`src/include/pio_pkg.sv`:
```
// package: address map, field layout and reset values of the parallel port block
// ==========================================================================
// How it works
// [RL1] three ports hold eighteen pins, every pin under its own control.
// [RL2] an enabled shared peripheral takes over its pin from the port logic.
// [RL3] reset frees all pins to the port logic, except debug and reset pins.
// [RL4] reset clears every input, output and pullup enable, so pins float.
// [RL5] reset clears the high drive setting, so no pin drives strongly.
// [RL6] each pin has its own input enable and output enable bit.
// [RL7] data read gives pin level when input enabled and output disabled, else written value.
// [RL8] with input and output both enabled a data read gives written value.
// [RL9] software keeps output enable clear while a pin serves as an input.
// [RL10] port enable bits decide read-back even while a peripheral owns the pin.
// [RL11] analog function blocks digital use of a pin and reads back zero.
// [RL12] analog function wins over an alternate digital function on a pin.
// [RL13] software writes data before it sets a pin's output enable.
// [RL14] every data write is stored whole; output pins drive the stored level (here only the port's implemented bits are stored).
// [RL15] pullup is off while the pin is an output of port or peripheral.
// [RL16] pullup is off while an analog function owns the pin.
// [RL17] reset clears data to zero without driving it onto the pins.
// [RL18] pin levels are synchronised to the bus clock before they are read.
package pio_pkg;
	// ==========================================================================
	// geometry
	localparam int NUM_PORTS  = 3;
	localparam int NUM_PINS   = 18;
	localparam int REG_W      = 8;
	localparam int ADDR_W     = 16;
	localparam int IDX_W      = 2;
	localparam int PORT_A_W   = 6;
	localparam int PORT_B_W   = 8;
	localparam int PORT_C_W   = 4;
	localparam int PORT_B_LSB = 6;
	localparam int PORT_C_LSB = 14;
	localparam int HDRV_W     = 2;
	localparam int HDRV_LSB   = 10;
	localparam int SYSFN_W    = 2;
	localparam int PIN_DBG    = 4;
	localparam int PIN_RST    = 5;
	localparam int SYSFN_DBG  = 0;
	localparam int SYSFN_RST  = 1;

	// ==========================================================================
	// register map
	localparam logic [ADDR_W-1:0] ADDR_DATA  = 16'h0000;
	localparam logic [ADDR_W-1:0] ADDR_HDRV  = 16'h30AF;
	localparam logic [ADDR_W-1:0] ADDR_OE    = 16'h30B0;
	localparam logic [ADDR_W-1:0] ADDR_IE    = 16'h30B8;
	localparam logic [ADDR_W-1:0] ADDR_SYSFN = 16'h30C0;
	localparam logic [ADDR_W-1:0] ADDR_PE    = 16'h30F0;
	localparam logic [ADDR_W-1:0] PORT_LAST  = 16'h0002;

	// ==========================================================================
	// reset values and masks
	localparam logic [REG_W-1:0]   RST_REG   = 8'h00;
	localparam logic [SYSFN_W-1:0] RST_SYSFN = 2'h3;
	localparam logic [REG_W-1:0]   MASK_A    = 8'h3F;
	localparam logic [REG_W-1:0]   MASK_B    = 8'hFF;
	localparam logic [REG_W-1:0]   MASK_C    = 8'h0F;

	typedef enum logic [2:0] {
		PIO_REG_NONE,
		PIO_REG_DATA,
		PIO_REG_OE,
		PIO_REG_IE,
		PIO_REG_PE,
		PIO_REG_HDRV,
		PIO_REG_SYSFN
	} pio_reg_e;
endpackage : pio_pkg

```
`src/rtl/pio_sync.sv`:
```
// two-stage synchroniser for the asynchronous pin levels
`timescale 1ns/1ps
`default_nettype none
module pio_sync #(
	parameter int W = 18
) (
	// clock and reset
	input  wire logic         sys_clk,
	input  wire logic         rst_n,
	// levels
	input  wire logic [W-1:0] async_in,
	output logic      [W-1:0] sync_out
);
	// ==========================================================================
	// flops
	logic [W-1:0] meta;
	logic [W-1:0] next_meta;
	logic [W-1:0] next_sync;

	// the first stage feeds only the second, nothing else looks at it
	always_comb begin
		next_meta = async_in;
		next_sync = meta;
	end

	always_ff @(posedge sys_clk) begin
		if (!rst_n) begin
			meta     <= '0;
			sync_out <= '0;
		end else begin
			meta     <= next_meta; // see RL18
			sync_out <= next_sync;
		end
	end
endmodule : pio_sync
`default_nettype wire

```
`src/rtl/pio_pin_mux.sv`:
```
// per-pin ownership mux: analog over peripheral over port logic
`timescale 1ns/1ps
`default_nettype none
module pio_pin_mux (
	// port logic settings, flat over all pins
	input  wire logic [pio_pkg::NUM_PINS-1:0] data_flat,
	input  wire logic [pio_pkg::NUM_PINS-1:0] oe_flat,
	input  wire logic [pio_pkg::NUM_PINS-1:0] pe_flat,
	input  wire logic [pio_pkg::HDRV_W-1:0]   hdrv_sel,
	// owners that override the port logic
	input  wire logic [pio_pkg::NUM_PINS-1:0] own_en,
	input  wire logic [pio_pkg::NUM_PINS-1:0] own_oe,
	input  wire logic [pio_pkg::NUM_PINS-1:0] own_out,
	input  wire logic [pio_pkg::NUM_PINS-1:0] analog_en,
	// pad controls
	output logic      [pio_pkg::NUM_PINS-1:0] pin_out,
	output logic      [pio_pkg::NUM_PINS-1:0] pin_oe,
	output logic      [pio_pkg::NUM_PINS-1:0] pin_pullup,
	output logic      [pio_pkg::HDRV_W-1:0]   pin_hdrv
);
	// ==========================================================================
	// pad drive
	// analog owner masks every digital path, so it outranks peripherals
	always_comb begin
		pin_oe     = ~analog_en & ((own_en & own_oe) | (~own_en & oe_flat)); // see RL2
		pin_out    = ~analog_en & ((own_en & own_out) | (~own_en & data_flat)); // see RL14
		pin_pullup = pe_flat & ~pin_oe & ~analog_en; // see RL15, RL16
		// high drive only acts while the pin really drives
		pin_hdrv   = hdrv_sel & pin_oe[pio_pkg::HDRV_LSB +: pio_pkg::HDRV_W];
	end
endmodule : pio_pin_mux
`default_nettype wire

```
`src/rtl/pio_port_ctrl.sv`:
```
// parallel port control: registers, read-back and pin ownership
//
// Our own choices: the address-and-strobe port and the placing of the registers.
`timescale 1ns/1ps
`default_nettype none
module pio_port_ctrl (
	// clock and reset
	input  wire logic                          sys_clk,
	input  wire logic                          rst_n,
	// register port
	input  wire logic [pio_pkg::ADDR_W-1:0]    addr,
	input  wire logic [pio_pkg::REG_W-1:0]     wdata,
	input  wire logic                          wr_en,
	input  wire logic                          rd_en,
	output logic      [pio_pkg::REG_W-1:0]     rdata,
	// pads
	input  wire logic [pio_pkg::NUM_PINS-1:0]  pin_in,
	output logic      [pio_pkg::NUM_PINS-1:0]  pin_out,
	output logic      [pio_pkg::NUM_PINS-1:0]  pin_oe,
	output logic      [pio_pkg::NUM_PINS-1:0]  pin_pullup,
	output logic      [pio_pkg::HDRV_W-1:0]    pin_hdrv,
	// shared peripherals and analog functions
	input  wire logic [pio_pkg::NUM_PINS-1:0]  periph_en,
	input  wire logic [pio_pkg::NUM_PINS-1:0]  periph_oe,
	input  wire logic [pio_pkg::NUM_PINS-1:0]  periph_out,
	input  wire logic [pio_pkg::NUM_PINS-1:0]  analog_en,
	output logic      [pio_pkg::NUM_PINS-1:0]  pin_sync,
	output logic      [pio_pkg::SYSFN_W-1:0]   sys_fn_en
);
	// ==========================================================================
	// helpers
	function automatic pio_pkg::pio_reg_e reg_kind(input logic [pio_pkg::ADDR_W-1:0] a);
		logic [pio_pkg::ADDR_W-1:0] l;
		l = pio_pkg::PORT_LAST;
		if (a >= pio_pkg::ADDR_DATA && a <= pio_pkg::ADDR_DATA + l) begin
			reg_kind = pio_pkg::PIO_REG_DATA;
		end else if (a >= pio_pkg::ADDR_OE && a <= pio_pkg::ADDR_OE + l) begin
			reg_kind = pio_pkg::PIO_REG_OE;
		end else if (a >= pio_pkg::ADDR_IE && a <= pio_pkg::ADDR_IE + l) begin
			reg_kind = pio_pkg::PIO_REG_IE;
		end else if (a >= pio_pkg::ADDR_PE && a <= pio_pkg::ADDR_PE + l) begin
			reg_kind = pio_pkg::PIO_REG_PE;
		end else if (a == pio_pkg::ADDR_HDRV) begin
			reg_kind = pio_pkg::PIO_REG_HDRV;
		end else if (a == pio_pkg::ADDR_SYSFN) begin
			reg_kind = pio_pkg::PIO_REG_SYSFN;
		end else begin
			reg_kind = pio_pkg::PIO_REG_NONE;
		end
	endfunction : reg_kind

	// implemented bits of each port; unbonded bits read as zero
	function automatic logic [pio_pkg::REG_W-1:0] port_mask(input logic [pio_pkg::IDX_W-1:0] i);
		case (i)
			2'h0:    port_mask = pio_pkg::MASK_A;
			2'h1:    port_mask = pio_pkg::MASK_B;
			2'h2:    port_mask = pio_pkg::MASK_C;
			default: port_mask = pio_pkg::RST_REG;
		endcase
	endfunction : port_mask

	// three per-port bytes to one flat pin vector
	function automatic logic [pio_pkg::NUM_PINS-1:0] to_flat(
		input logic [pio_pkg::REG_W-1:0] a,
		input logic [pio_pkg::REG_W-1:0] b,
		input logic [pio_pkg::REG_W-1:0] c
	);
		to_flat = {c[pio_pkg::PORT_C_W-1:0], b[pio_pkg::PORT_B_W-1:0], a[pio_pkg::PORT_A_W-1:0]};
	endfunction : to_flat

	// one port's byte out of a flat pin vector
	function automatic logic [pio_pkg::REG_W-1:0] from_flat(
		input logic [pio_pkg::NUM_PINS-1:0] v,
		input logic [pio_pkg::IDX_W-1:0]    i
	);
		from_flat = pio_pkg::RST_REG;
		case (i)
			2'h0:    from_flat[pio_pkg::PORT_A_W-1:0] = v[pio_pkg::PORT_A_W-1:0];
			2'h1:    from_flat = v[pio_pkg::PORT_B_LSB +: pio_pkg::PORT_B_W];
			2'h2:    from_flat[pio_pkg::PORT_C_W-1:0] = v[pio_pkg::PORT_C_LSB +: pio_pkg::PORT_C_W];
			default: from_flat = pio_pkg::RST_REG;
		endcase
	endfunction : from_flat

	// ==========================================================================
	// register state
	logic [pio_pkg::REG_W-1:0]   data_r [pio_pkg::NUM_PORTS];
	logic [pio_pkg::REG_W-1:0]   oe_r   [pio_pkg::NUM_PORTS];
	logic [pio_pkg::REG_W-1:0]   ie_r   [pio_pkg::NUM_PORTS];
	logic [pio_pkg::REG_W-1:0]   pe_r   [pio_pkg::NUM_PORTS];
	logic [pio_pkg::REG_W-1:0]   hdrv_r;
	logic [pio_pkg::SYSFN_W-1:0] sysfn_r;
	logic [pio_pkg::REG_W-1:0]   next_data [pio_pkg::NUM_PORTS];
	logic [pio_pkg::REG_W-1:0]   next_oe   [pio_pkg::NUM_PORTS];
	logic [pio_pkg::REG_W-1:0]   next_ie   [pio_pkg::NUM_PORTS];
	logic [pio_pkg::REG_W-1:0]   next_pe   [pio_pkg::NUM_PORTS];
	logic [pio_pkg::REG_W-1:0]   next_hdrv;
	logic [pio_pkg::SYSFN_W-1:0] next_sysfn;
	logic [pio_pkg::REG_W-1:0]   next_rdata;
	pio_pkg::pio_reg_e           kind;
	logic [pio_pkg::IDX_W-1:0]   idx;
	logic [pio_pkg::REG_W-1:0]   mask;
	logic [pio_pkg::NUM_PINS-1:0] data_flat;
	logic [pio_pkg::NUM_PINS-1:0] oe_flat;
	logic [pio_pkg::NUM_PINS-1:0] ie_flat;
	logic [pio_pkg::NUM_PINS-1:0] pe_flat;
	logic [pio_pkg::NUM_PINS-1:0] sys_own;
	logic [pio_pkg::NUM_PINS-1:0] own_en;
	logic [pio_pkg::NUM_PINS-1:0] rd_pins;

	// decode; every port base has its port index in the low address bits
	always_comb begin
		kind = reg_kind(addr);
		idx  = addr[pio_pkg::IDX_W-1:0];
		mask = port_mask(idx);
	end

	// flat views and ownership; system functions own the debug and reset pins
	always_comb begin
		data_flat = to_flat(data_r[0], data_r[1], data_r[2]); // see RL1
		oe_flat   = to_flat(oe_r[0], oe_r[1], oe_r[2]);
		ie_flat   = to_flat(ie_r[0], ie_r[1], ie_r[2]);
		pe_flat   = to_flat(pe_r[0], pe_r[1], pe_r[2]);
		sys_own   = '0;
		sys_own[pio_pkg::PIN_DBG] = sysfn_r[pio_pkg::SYSFN_DBG]; // see RL3
		sys_own[pio_pkg::PIN_RST] = sysfn_r[pio_pkg::SYSFN_RST]; // see RL3
		own_en    = periph_en | sys_own;
		sys_fn_en = sysfn_r;
	end

	// read-back follows the port's own enable bits, never the owner's direction
	// pin level only when input on and output off; analog pins read zero
	always_comb begin
		rd_pins = ~analog_en & ((ie_flat & ~oe_flat & pin_sync) // see RL7
			| (~(ie_flat & ~oe_flat) & data_flat)); // see RL8, RL10, RL11
	end

	// ==========================================================================
	// register writes and read data
	always_comb begin
		next_data  = data_r;
		next_oe    = oe_r;
		next_ie    = ie_r;
		next_pe    = pe_r;
		next_hdrv  = hdrv_r;
		next_sysfn = sysfn_r;
		next_rdata = pio_pkg::RST_REG;
		if (wr_en) begin
			case (kind)
				pio_pkg::PIO_REG_DATA:  next_data[idx] = wdata & mask; // see RL14
				pio_pkg::PIO_REG_OE:    next_oe[idx]   = wdata & mask; // see RL6
				pio_pkg::PIO_REG_IE:    next_ie[idx]   = wdata & mask; // see RL6
				pio_pkg::PIO_REG_PE:    next_pe[idx]   = wdata & mask;
				pio_pkg::PIO_REG_HDRV:  next_hdrv      = wdata;
				pio_pkg::PIO_REG_SYSFN: next_sysfn     = wdata[pio_pkg::SYSFN_W-1:0];
				default:                next_hdrv      = hdrv_r;
			endcase
		end
		// unmapped addresses read zero
		if (rd_en) begin
			case (kind)
				pio_pkg::PIO_REG_DATA:  next_rdata = from_flat(rd_pins, idx);
				pio_pkg::PIO_REG_OE:    next_rdata = oe_r[idx];
				pio_pkg::PIO_REG_IE:    next_rdata = ie_r[idx];
				pio_pkg::PIO_REG_PE:    next_rdata = pe_r[idx];
				pio_pkg::PIO_REG_HDRV:  next_rdata = hdrv_r;
				pio_pkg::PIO_REG_SYSFN: next_rdata[pio_pkg::SYSFN_W-1:0] = sysfn_r;
				default:                next_rdata = pio_pkg::RST_REG;
			endcase
		end
	end

	// reset leaves port-owned pins floating with zero data held behind them; debug and reset pins go to system functions
	always_ff @(posedge sys_clk) begin
		if (!rst_n) begin
			for (int i = 0; i < pio_pkg::NUM_PORTS; i++) begin
				data_r[i] <= pio_pkg::RST_REG; // see RL17
				oe_r[i]   <= pio_pkg::RST_REG; // see RL4
				ie_r[i]   <= pio_pkg::RST_REG; // see RL4
				pe_r[i]   <= pio_pkg::RST_REG; // see RL4
			end
			hdrv_r  <= pio_pkg::RST_REG; // see RL5
			sysfn_r <= pio_pkg::RST_SYSFN; // see RL3
			rdata   <= pio_pkg::RST_REG;
		end else begin
			data_r  <= next_data;
			oe_r    <= next_oe;
			ie_r    <= next_ie;
			pe_r    <= next_pe;
			hdrv_r  <= next_hdrv;
			sysfn_r <= next_sysfn;
			rdata   <= next_rdata;
		end
	end

	// ==========================================================================
	// submodules
	// pin levels cross into the bus clock before any read sees them
	pio_sync #(
		.W(pio_pkg::NUM_PINS)
	) u_sync (
		.sys_clk  (sys_clk),
		.rst_n    (rst_n),
		.async_in (pin_in),
		.sync_out (pin_sync) // see RL18
	);

	pio_pin_mux u_mux (
		.data_flat  (data_flat),
		.oe_flat    (oe_flat),
		.pe_flat    (pe_flat),
		.hdrv_sel   (hdrv_r[pio_pkg::HDRV_W-1:0]),
		.own_en     (own_en), // see RL2
		.own_oe     (periph_oe),
		.own_out    (periph_out),
		.analog_en  (analog_en), // see RL12
		.pin_out    (pin_out),
		.pin_oe     (pin_oe),
		.pin_pullup (pin_pullup),
		.pin_hdrv   (pin_hdrv)
	);
endmodule : pio_port_ctrl
`default_nettype wire

```
`config.mk`:
```
export PLATFORM = sky130hd
export DESIGN_NAME = pio_port_ctrl
export DESIGN_NICKNAME = d
export VERILOG_FILES = /design/src/include/pio_pkg.sv /design/src/rtl/pio_sync.sv /design/src/rtl/pio_pin_mux.sv /design/src/rtl/pio_port_ctrl.sv
export SDC_FILE = /design/constraint.sdc
export NUM_CORES = 1
export LEC_CHECK = 0
export ABC_AREA = 1
export BUFFER_PORTS_ARGS = -buffer_cell sky130_fd_sc_hd__buf_2
export CAP_MARGIN = 30
export CORE_AREA = 3 3 157 159
export CTS_BUF_LIST = sky130_fd_sc_hd__clkbuf_4 sky130_fd_sc_hd__clkbuf_8
export DETAILED_ROUTE_END_ITERATION = 10
export DIE_AREA = 0 0 160 162
export MAX_ROUTING_LAYER = met4
export PLACE_DENSITY = 0.53
export SLEW_MARGIN = 15
export SYNTH_ARGS = -nofsm -noshare
export SYNTH_HDL_FRONTEND = slang
export SYNTH_SLANG_ARGS = --single-unit
```
`constraint.sdc`:
```
create_clock -name sys_clk -period 1.45 [get_ports sys_clk]
set_clock_uncertainty 0.2 [all_clocks]
set_input_delay 0.0725 -clock sys_clk [delete_from_list [all_inputs] [get_ports sys_clk]]
set_output_delay 0.0725 -clock sys_clk [all_outputs]
set_load 0.01 [all_outputs]
```
# Yosys cells after proc, flatten, opt, wreduce, memory -nomap -nowiden
# Index checks and enable logic that the tools add are counted.
# classes
addsub	0
n_mul	0
div	0
n_lt_le_gt_ge	10
eq_ne	10
n_shift	0
n_mux	27
bitwise	24
n_reduce_logical	13
# ops
operator	count
18-bit bitwise AND	12
24-bit bitwise mux	4
18-bit inverter	5
8-bit 2-to-1 mux	7
18-bit bitwise OR	3
8-bit binary-select mux with 2-bit select	3
16-bit by 14-bit >= comparator with 1-bit output (second input constant)	3
16-bit by 14-bit less-or-equal comparator with 1-bit output (second input constant)	3
16-bit by 14-bit equality test with 1-bit output (second input constant)	2
6-bit case mux with 5 select lines	1
8-bit case mux with 3 select lines	1
3-bit 2-to-1 mux	6
18-bit by 6-bit bitwise OR with 18-bit output	1
8-bit demux with 2-bit select	1
16-bit by 1-bit >= comparator with 1-bit output (second input constant)	1
16-bit by 2-bit less-or-equal comparator with 1-bit output (second input constant)	1
2-bit AND reduction	7
2-bit case mux with 6 select lines	1
4-bit case mux with 3 select lines	1
3-bit equality test (second input constant)	3
8-bit bitwise AND	1
3-bit by 2-bit equality test with 1-bit output (second input constant)	2
1-bit logical AND	5
2-bit case mux with 2 select lines	1
9 further kinds	9
# word_totals
regBits	150
latchBits	0
ram_bits	0
romBits	0
output_inout_bits	84
memories	0

# Longest topological paths before layout
# Gate-level depths: netlist (run 1).
# logic_depth
ltp_word	9
mapped_depth	14

# Cells and area by module
# From an unflattened synthesis (run 1), not the netlist that was laid out.
# unflattened
hier_cells	1034
area_unflattened_um2	7168.1
# by_module_without_submodules
mod	instances	cells_per_inst	area_each_um2	seq_area_each_um2
pio_port_ctrl	1	728	5297.6	2162.1
pio_sync	1	112	1032.2	720.7
pio_pin_mux	1	194	838.3	0.0

# Least setup slack after synthesis (run 1)
# No wires, ideal clock.
# synth_timing
path_type	input to register
start	input port addr[9] (netlist bit)
end	register pe_r, in the netlist pe_flat[16]
setup_time_ns	0.119
arrival_time_ns	1.287
path_slack_ns	-0.157
cell_stages	11
n_path_buf	1
cell_sequence	nor2_1 -> nand2_2 -> a21oi_4 -> nand2_1 -> nand2_1 -> nand2_2 -> nor2_2 -> nand2_1 -> buf_6 -> o21ai_0 -> a21oi_1
# synth_via
elab_chain_cells	9
elab_cells_between_ends	22
classes_between	order compare (8); eq/ne (3); mux (6); reduce/logical (5)
# synth_rtl
item	line	text
start, declared	pio_port_ctrl.sv:11	input wire logic [pio_pkg::ADDR_W-1:0] addr,
parallel branches: the longest is 6 deep, another holds 16-bit by 14-bit >= comparator with 1-bit output	-	
3-bit 2-to-1 mux (*)	pio_port_ctrl.sv:35	if (a >= pio_pkg::ADDR_DATA && a <= pio_pkg::ADDR_DATA + l) begin
3-bit equality test (*)	pio_port_ctrl.sv:149	case (kind)
2-bit AND reduction (no source line) (*)	-	
end signal, assigned by index	pio_port_ctrl.sv:180	pe_r[i] <= pio_pkg::RST_REG;
end signal, assigned	pio_port_ctrl.sv:189	pe_r <= next_pe;
end, declared	pio_port_ctrl.sv:90	logic [pio_pkg::REG_W-1:0] pe_r [pio_pkg::NUM_PORTS];
# Every way passes the cells marked *.
# A chain may end at the register's enable or synchronous reset.

# Worst setup path in the final report (run 1)
# layout_timing
start	register oe_r, in the netlist oe_flat[10]
end	output port pin_pullup[10] (netlist bit)
# layout_via
elab_chain_cells	6
# layout_rtl
item	line	text
start, declared	pio_port_ctrl.sv:88	logic [pio_pkg::REG_W-1:0] oe_r [pio_pkg::NUM_PORTS];
start signal, assigned by index	pio_port_ctrl.sv:178	oe_r[i] <= pio_pkg::RST_REG;
start signal, assigned	pio_port_ctrl.sv:187	oe_r <= next_oe;
18-bit bitwise AND	pio_pin_mux.sv:25	pin_oe = ~analog_en & ((own_en & own_oe) | (~own_en & oe_flat));
18-bit bitwise OR	pio_pin_mux.sv:25	
18-bit bitwise AND	pio_pin_mux.sv:25	
18-bit inverter	pio_pin_mux.sv:27	pin_pullup = pe_flat & ~pin_oe & ~analog_en;
18-bit bitwise AND (2 in a row)	pio_pin_mux.sv:27	
end, declared	pio_port_ctrl.sv:20	output logic [pio_pkg::NUM_PINS-1:0] pin_pullup,
# Every way passes these cells.

==> results.md, run 1 <==
- Outcome: complete, but fails checks
- Failing checks: hold timing, setup timing
- CTS tree: built
- Hpwl dp: 20900 um
- Initial drt markers: 698
- Area leader, netlist: dfxtp_1
- Clock Sinks: 144
- CTS Buffer Depth: 2
- Num ports: 202
- Commonest non-fill, non-tap cell in the layout: buf_2
- Register area share after synthesis: 41.06%
- Worst hold path class: in -> reg
- GR Util met3: 3.111%
- Num CTS Buffers: 17
- Global Route met1 Usage: 30.44%
- Yosys reg bits: 144
- Synth top area cells: dfxtp_1 41%, nand2_1 11%, inv_1 11%, o21ai_0 7.7%, a21oi_1 7.1%
- # port buffers: 201
- Cell Pwr Density: 768.1 nW/um2
- Syn Inst Count: 1052
- YS warnings: 0
- Reg-to-reg startpoint: oe_flat[16]$_SDFFE_PN0P_
- Largest net degree at the start of global routing: 91
- Largest family of logic cells by synthesized area: simple AND/OR/NAND/NOR gates
- Count of cell types in the netlist: 36
- Commonest non-fill, non-tap cells in the layout: 184 x buf_2, 178 x nand2_1, 172 x inv_1, 140 x buf_4, 106 x dfxtp_1
- WHS Path Cells: 4
- WL final: 29370 um
- Synth Area in Adders: 0%
- Most used DFF post-synth: dfxtp_1
- Tmin final: 1730 ps
- Number of global-route vias before repair: 8002
- Clock latency on the worst-skew pair: 460 ps
- Initial Util: 30.00%
- Asr flop ratio synth: 0%
- Critical Path Start Type: flop
- Synth Area in Compound Gates: 20.58%
- GRT Util Overall: 22.21%
- Final Slew Violations: 0
- CP startpoint: oe_flat[10]$_SDFFE_PN0P_
- Critical Path AT: 1460 ps
- Vias: 8568
- F_max: 578.2 MHz
- Total power of the final layout: 0.009156 W
- # DRC: 0
- Synthesized area: 7020 um2
- Crit path buf inv count: 4
- Worst Tran Pin Value: 724.7 ps
- Cells after DPL: 1678
- Rows: 56
- Max_cap viols: 0
- Simple-Gate Fraction of Synth Area: 25.34%
- Post-synth EDFFs: 0
- Final WS setup: -279.5 ps
- Cell Count, Final, Fillers Out: 1816
- GRT Max-Usage Layer: met2
- Syn Area/Cell: 6.673 um2
- Core area: 23400 um2
- Hold path start: rst_n
- Depth of the most critical reg-to-reg path: 10
- Leak: 5.892 nW
- Share of cells above drive strength 1: 42.75%
- Post-DR vias/cell: 4.718
- # setup viols final: 49
- RD Place Congestion: 0.9056
- Final worst path period share: 119.3%
- Die Area: 25920 um2
- Syn-to-layout area delta: 69.79%
- Final Hold Fails: 4
- Req. time, crit path: 1180 ps
- Crit-path leading delay family: flip-flops
- Met2 Use GR: 35.20%
- Path type of the worst setup path: reg -> out
- Crit-path max FO: 2
- Worst path depth: 7
- Synth top area share: 41.06%
- CTS H-tree lvls: 4
- Worst hold margin: -32.82 ps
- Global route overflow: 0
- Fin nets: 1602
- Layout Utilization: 50.94%
- Peak VDD IR: 0.0005231 V
- Syn Nets: 1170
- Root buffer cell: clkbuf_8
- Diodes inserted: 0
- First-pass GRT wire length: 43760 um
- Reg clk slew, reported paths: 90 ps
- Xor/xnor share of the synthesized area: 0%
- Initial antenna violation count: 0
- Drt wl/cell: 16.18 um
- Mux cell area share after synthesis: 0%
- CP Capture Type: output pin
- CP max stage cell: dfxtp_2
- Total Neg Setup Slack: -4764 ps
- Antenna viol nets, final: 0
- Die H: 162 um
- Worst slew margin: 51.53%
- RSZ-0062 raised after global routing: true
- CP peak stage delay: 360 ps
- TritonRoute pass-1 iters: 5
- Die W: 160 um
- CP cell instances: nor2_4, nor3_4, buf_6, inv_4, nand3_2, inv_1, buf_2
final cells by class:
type                            instances  area (um2)
Clock buffer                           22       284.0
Tap cell                              319       399.1
Sequential cell                       144        2938
Fill cell                            2384       11480
Inverter                              204       809.5
Clock inverter                         10       182.7
Multi-Input combinational cell        676        4010
Timing Repair Buffer                  441        3297
logic make-up (layout without fill, tap and decap cells):
logic type             after synthesis  after routing
DFF                                144            144
AOI/OAI and AO/OA                  260            260
and+or+nand+nor                    415            416
buffers and inverters              233            677
power breakdown:
part | switching (W) | internal [W]
registers | 0.0000286 | 0.00400
clock network | 0.00158 | 0.00220
logic | 0.000721 | 0.000624
total | 0.00233 | 0.00682
sequential cells by signal (all words and copies together), names as in the netlist:
register	flops
ie_flat	18
sys_fn_en	2
hdrv_r	8
pe_r	6
data_flat	18
pe_flat	18
oe_r	6
ie_r	6
rdata	8
u_sync.sync_out	18
oe_flat	18
u_sync.meta	18
synth_stat cells (5+ instances only):
| cell | count |
|---|---|
| o21ai_0 | 108 |
| inv_1 | 198 |
| nand2_2 | 11 |
| nand2_1 | 200 |
| nand4_1 | 7 |
| o2111ai_1 | 12 |
| o211ai_1 | 5 |
| clkbuf_1 | 16 |
| nand3_1 | 59 |
| a21oi_1 | 100 |
| buf_2 | 8 |
| nor2_1 | 108 |
| nor3_1 | 13 |
| a22oi_1 | 11 |
| o22ai_1 | 7 |
| dfxtp_1 | 144 |
| nor2_2 | 5 |
per-stage QoR:
stage | area [um2] | worst slack (ps)
3_5_place_dp | 9555 | -500.3
3_3_place_gp | 9555 | -572.4
2_1_floorplan | 7191 | -137.0
4_1_cts | 11030 | -341.3
6_report | 11920 | -279.5
5_1_grt | 11920 | -363.1
final timing paths:
kind | slack [ps] | endpoint
worst min-delay path | -30 | pe_flat[12]$_SDFFE_PN0P_
worst max register to register | -220 | rdata[2]$_SDFF_PN0_
worst min register to register | 220 | u_sync.sync_out[17]$_SDFF_PN0_
worst max-delay path | -280 | pin_pullup[10]
per-layer routing:
layer	vias up	part of all wire [%]
li1	4265	-
met1	3984	47
met2	294	46
met3	25	5.4
met4	0	0.97
met5	-	0
worst register-to-register path: stages (launching register included):
cell and delay, ps:
dfxtp_2 330, inv_4 60, buf_4 100, buf_6 90
a21oi_1 50, nor4_1 230, o21ai_1 100, buf_4 170
nand3_4 70, nand2_2 70, a21oi_2 130
repair_timing:
action                                  in CTS  in global routing
hold buffers                                53                  9
pin swaps                                   43                 84
endpoints found under the setup margin      48                131
endpoints found under the hold margin      104                 23
setup buffers                               29                 27
gates cloned                                 0                  1
gates resized for setup                    119                161
Note: power is estimated with default switching activity, not from simulation.
==> run 2: changes to the inputs <==
ABC_AREA = default   (was 1)
PLACE_DENSITY = 0.52   (was 0.53)
==> run 2 against run 1 <==
Net effect:
- the run still ends with hold timing, setup timing left
- critical path depth rose by 1
- via count fell by 16%
- first-iteration DRC count down 50%
- critical path type is now in -> reg
- largest power group unchanged
==> results.md, run 2 <==
- Critical Path Start Type: input pin (was flop)
- Syn Area/Cell: 9.171 um2 (was 6.673 um2)
- Hpwl dp: 19140 um (was 20900 um)
- # DRC: 0 (unchanged)
- Share of cells above drive strength 1: 43.35% (was 42.75%)
- Clock latency on the worst-skew pair: 460 ps (about the same)
- Worst hold path class: in -> reg (unchanged)
- Area leader, netlist: dfxtp_1 (unchanged)
- Core area: 23400 um2 (unchanged)
- YS warnings: 0 (unchanged)
- Synthesized area: 6988 um2 (was 7020 um2)
- Reg clk slew, reported paths: 90 ps (about the same)
- Crit-path max FO: 6 (was 2)
- Post-route design area: 11360 um2 (was 11920 um2)
- Internal: 0.006337 W (was 0.006822 W)
- Yosys reg bits: 144 (unchanged)
- Cell Pwr Density: 753.5 nW/um2 (was 768.1 nW/um2)
- Seq pwr share: 46.9% (was 44.0%)
- Fin nets: 1300 (was 1602)
- Worst hold margin: -219.0 ps (was -32.82 ps)
- R2R setup slack: -310 ps (was -220 ps)
- Antenna viol nets, final: 0 (unchanged)
- Peak VDD IR: 0.0005421 V (was 0.0005231 V)
- Syn-to-layout area delta: 62.54% (was 69.79%)
- Root buffer cell: clkbuf_8 (unchanged)
- Switching power: 0.002222 W (was 0.002334 W)
- Synth top area cells: dfxtp_1 41%, mux2i_1 18%, nor2b_1 7.0%, and2_1 3.8%, nand2_1 3.8% (was dfxtp_1 41%, nand2_1 11%, inv_1 11%, o21ai_0 7.7%, a21oi_1 7.1%)
- Commonest non-fill, non-tap cells in the layout: 192 x buf_2, 127 x buf_4, 126 x mux2i_1, 108 x dfxtp_1, 75 x nor2b_1 (was 184 x buf_2, 178 x nand2_1, 172 x inv_1, 140 x buf_4, 106 x dfxtp_1)
- Leak: 4.983 nW (was 5.892 nW)
- Initial drt markers: 347 (was 698)
- Num CTS Buffers: 17 (unchanged)
- Die Area: 25920 um2 (unchanged)
- # hold bufs at CTS: 62 (was 53)
- RD Place Congestion: 0.8462 (was 0.9056)
- Net Sw Frac: 25.96% (was 25.49%)
- Syn Inst Count: 762 (was 1052)
- Most used DFF post-synth: dfxtp_1 (unchanged)
- Tmin final: 1904 ps (was 1730 ps)
- Final worst path period share: 131.3% (was 119.3%)
- Comb pwr share: 12.7% (was 14.7%)
- Die W: 160 um (unchanged)
- Number of global-route vias before repair: 7218 (was 8002)
- CTS tree: built (unchanged)
- Req. time, crit path: 1600 ps (was 1180 ps)
- Commonest non-fill, non-tap cell in the layout: buf_2 (unchanged)
- Rows: 56 (unchanged)
- Post-DR vias/cell: 4.756 (was 4.718)
- Clock power frac: 40.5% (was 41.3%)
- Register area share after synthesis: 41.25% (was 41.06%)
- Global route overflow: 0 (unchanged)
- Vias: 7200 (was 8568)
- # setup viols final: 157 (was 49)
- Syn Nets: 880 (was 1170)
- Path type of the worst setup path: in -> reg (was reg -> out)
- Clock Sinks: 144 (unchanged)
- Count of cell types in the netlist: 55 (was 36)
- TritonRoute pass-1 iters: 5 (unchanged)
- Worst slew margin: 68.61% (was 51.53%)
- Worst Tran Pin Value: 469.3 ps (was 724.7 ps)
- CP Capture Type: flop (was output pin)
- Final Hold Fails: 9 (was 4)
- Largest net degree at the start of global routing: 37 (was 91)
- Post-place instance area: 9483 um2 (was 9555 um2)
- Initial Util: 29.86% (was 30.00%)
- Initial antenna violation count: 1 (was 0)
- Most frequent cells after synthesis: 144 x dfxtp_1, 128 x mux2i_1, 78 x nor2b_1 (was 200 x nand2_1, 198 x inv_1, 144 x dfxtp_1)
- Synth top area share: 41.25% (was 41.06%)
- CTS H-tree lvls: 4 (unchanged)
- Failing checks: hold timing, setup timing (unchanged)
- Num ports: 202 (unchanged)
- Outcome: complete, but fails checks (unchanged)
- GRT Util Overall: 21.28% (was 22.21%)
- Final WS setup: -453.9 ps (was -279.5 ps)
- Die H: 162 um (unchanged)
- CTS Buffer Depth: 2 (unchanged)
- WL final: 27030 um (was 29370 um)
- Asr flop ratio synth: 0% (unchanged)
- F_max: 525.2 MHz (was 578.2 MHz)
- First-pass GRT wire length: 41560 um (was 43760 um)
- Drt wl/cell: 17.85 um (was 16.18 um)
- Most common cell in the netlist: dfxtp_1 (was nand2_1)
- Final Slew Violations: 0 (unchanged)
- Max_cap viols: 0 (unchanged)
- # port buffers: 201 (unchanged)
- RSZ-0062 raised after global routing: true (unchanged)
- Diodes inserted: 0 (unchanged)
- Post-synth EDFFs: 0 (unchanged)
- Critical Path AT: 2060 ps (was 1460 ps)
[run 2: final timing paths]
kind / from / cells past startpoint / end
hold / removal: rst_n / 2 / hdrv_r[7]$_SDFFE_PN0P_
setup reg to reg: ie_flat[15]$_SDFFE_PN0P_ / 6 / rdata[1]$_SDFF_PN0_
hold reg to reg: u_sync.meta[9]$_SDFF_PN0_ / 1 / u_sync.sync_out[9]$_SDFF_PN0_
setup / recovery: addr[9] / 8 / rdata[2]$_SDFF_PN0_
[run 2: area by class of cell]
cell class | instances | area, um2
clock inverters | 12 | 158.9
clock buffers | 20 | 262.8
fillers | 2296 | 12040
flip-flops and latches | 144 | 2938
repair buffers | 443 | 3328
well taps | 319 | 399.1
inverters | 2 | 7.507
multi-input cells | 574 | 4264
[run 2: routing by layer]
layer | wire length [um] | GRT usage, % | vias up
met2 | 12650 | 33.24 | 189
met3 | 1208 | 3.902 | 28
li1 | - | - | 3537
met1 | 12760 | 28.53 | 3446
met4 | 407 | 5.602 | 0
met5 | 0 | - | -
[run 2: stage by stage]
stage                     worst slack [ps]  power [W]  TNS, ps  utilization (%)  cells
after CTS                           -418.5   0.008575   -47360            47.15   1504
final                               -453.9   0.008559   -43240            48.54   1514
after floorplan                     -791.9   0.004460   -72550                -    762
after detailed placement            -994.7   0.004983   -95700            40.52   1384
after global routing                -491.8   0.008889   -51240            48.54   1514
after global placement              -993.7   0.004981   -93570            40.52   1384
[run 2: kinds of logic after synthesis]
group / count (synthesis) / share of synthesized area (%)
and+or+nand+nor: 331 / 26.95
DFF: 144 / 41.25
muxes: 128 / 18.33
AOI/OAI and AO/OA: 114 / 10.60
buffers and inverters: 45 / 2.865
[run 2: power groups by stage]
stage               sequential (W)  clock [W]  combinational (W)
floorplan                  0.00412          0           0.000345
finish                     0.00401    0.00346            0.00108
CTS                        0.00401    0.00353            0.00104
detailed placement         0.00411          0           0.000870
global route               0.00402    0.00371            0.00116
global placement           0.00411          0           0.000868
[run 2: worst max-delay path, cell delays in order]
cell and delay, ps:
buf_6 90, or4_4 590, or2_4 270, buf_6 130, o221a_4 320, buf_6 140
a222oi_1 320, a31oi_1 120
[run 2: what timing repair did]
| item | in CTS | in global routing |
|---|---|---|
| cloned | 1 | 0 |
| resized for setup | 104 | 66 |
| pin swaps | 62 | 60 |
| setup buffers | 27 | 11 |
| hold endpoints to repair | 134 | 10 |
| setup endpoints to repair | 162 | 173 |
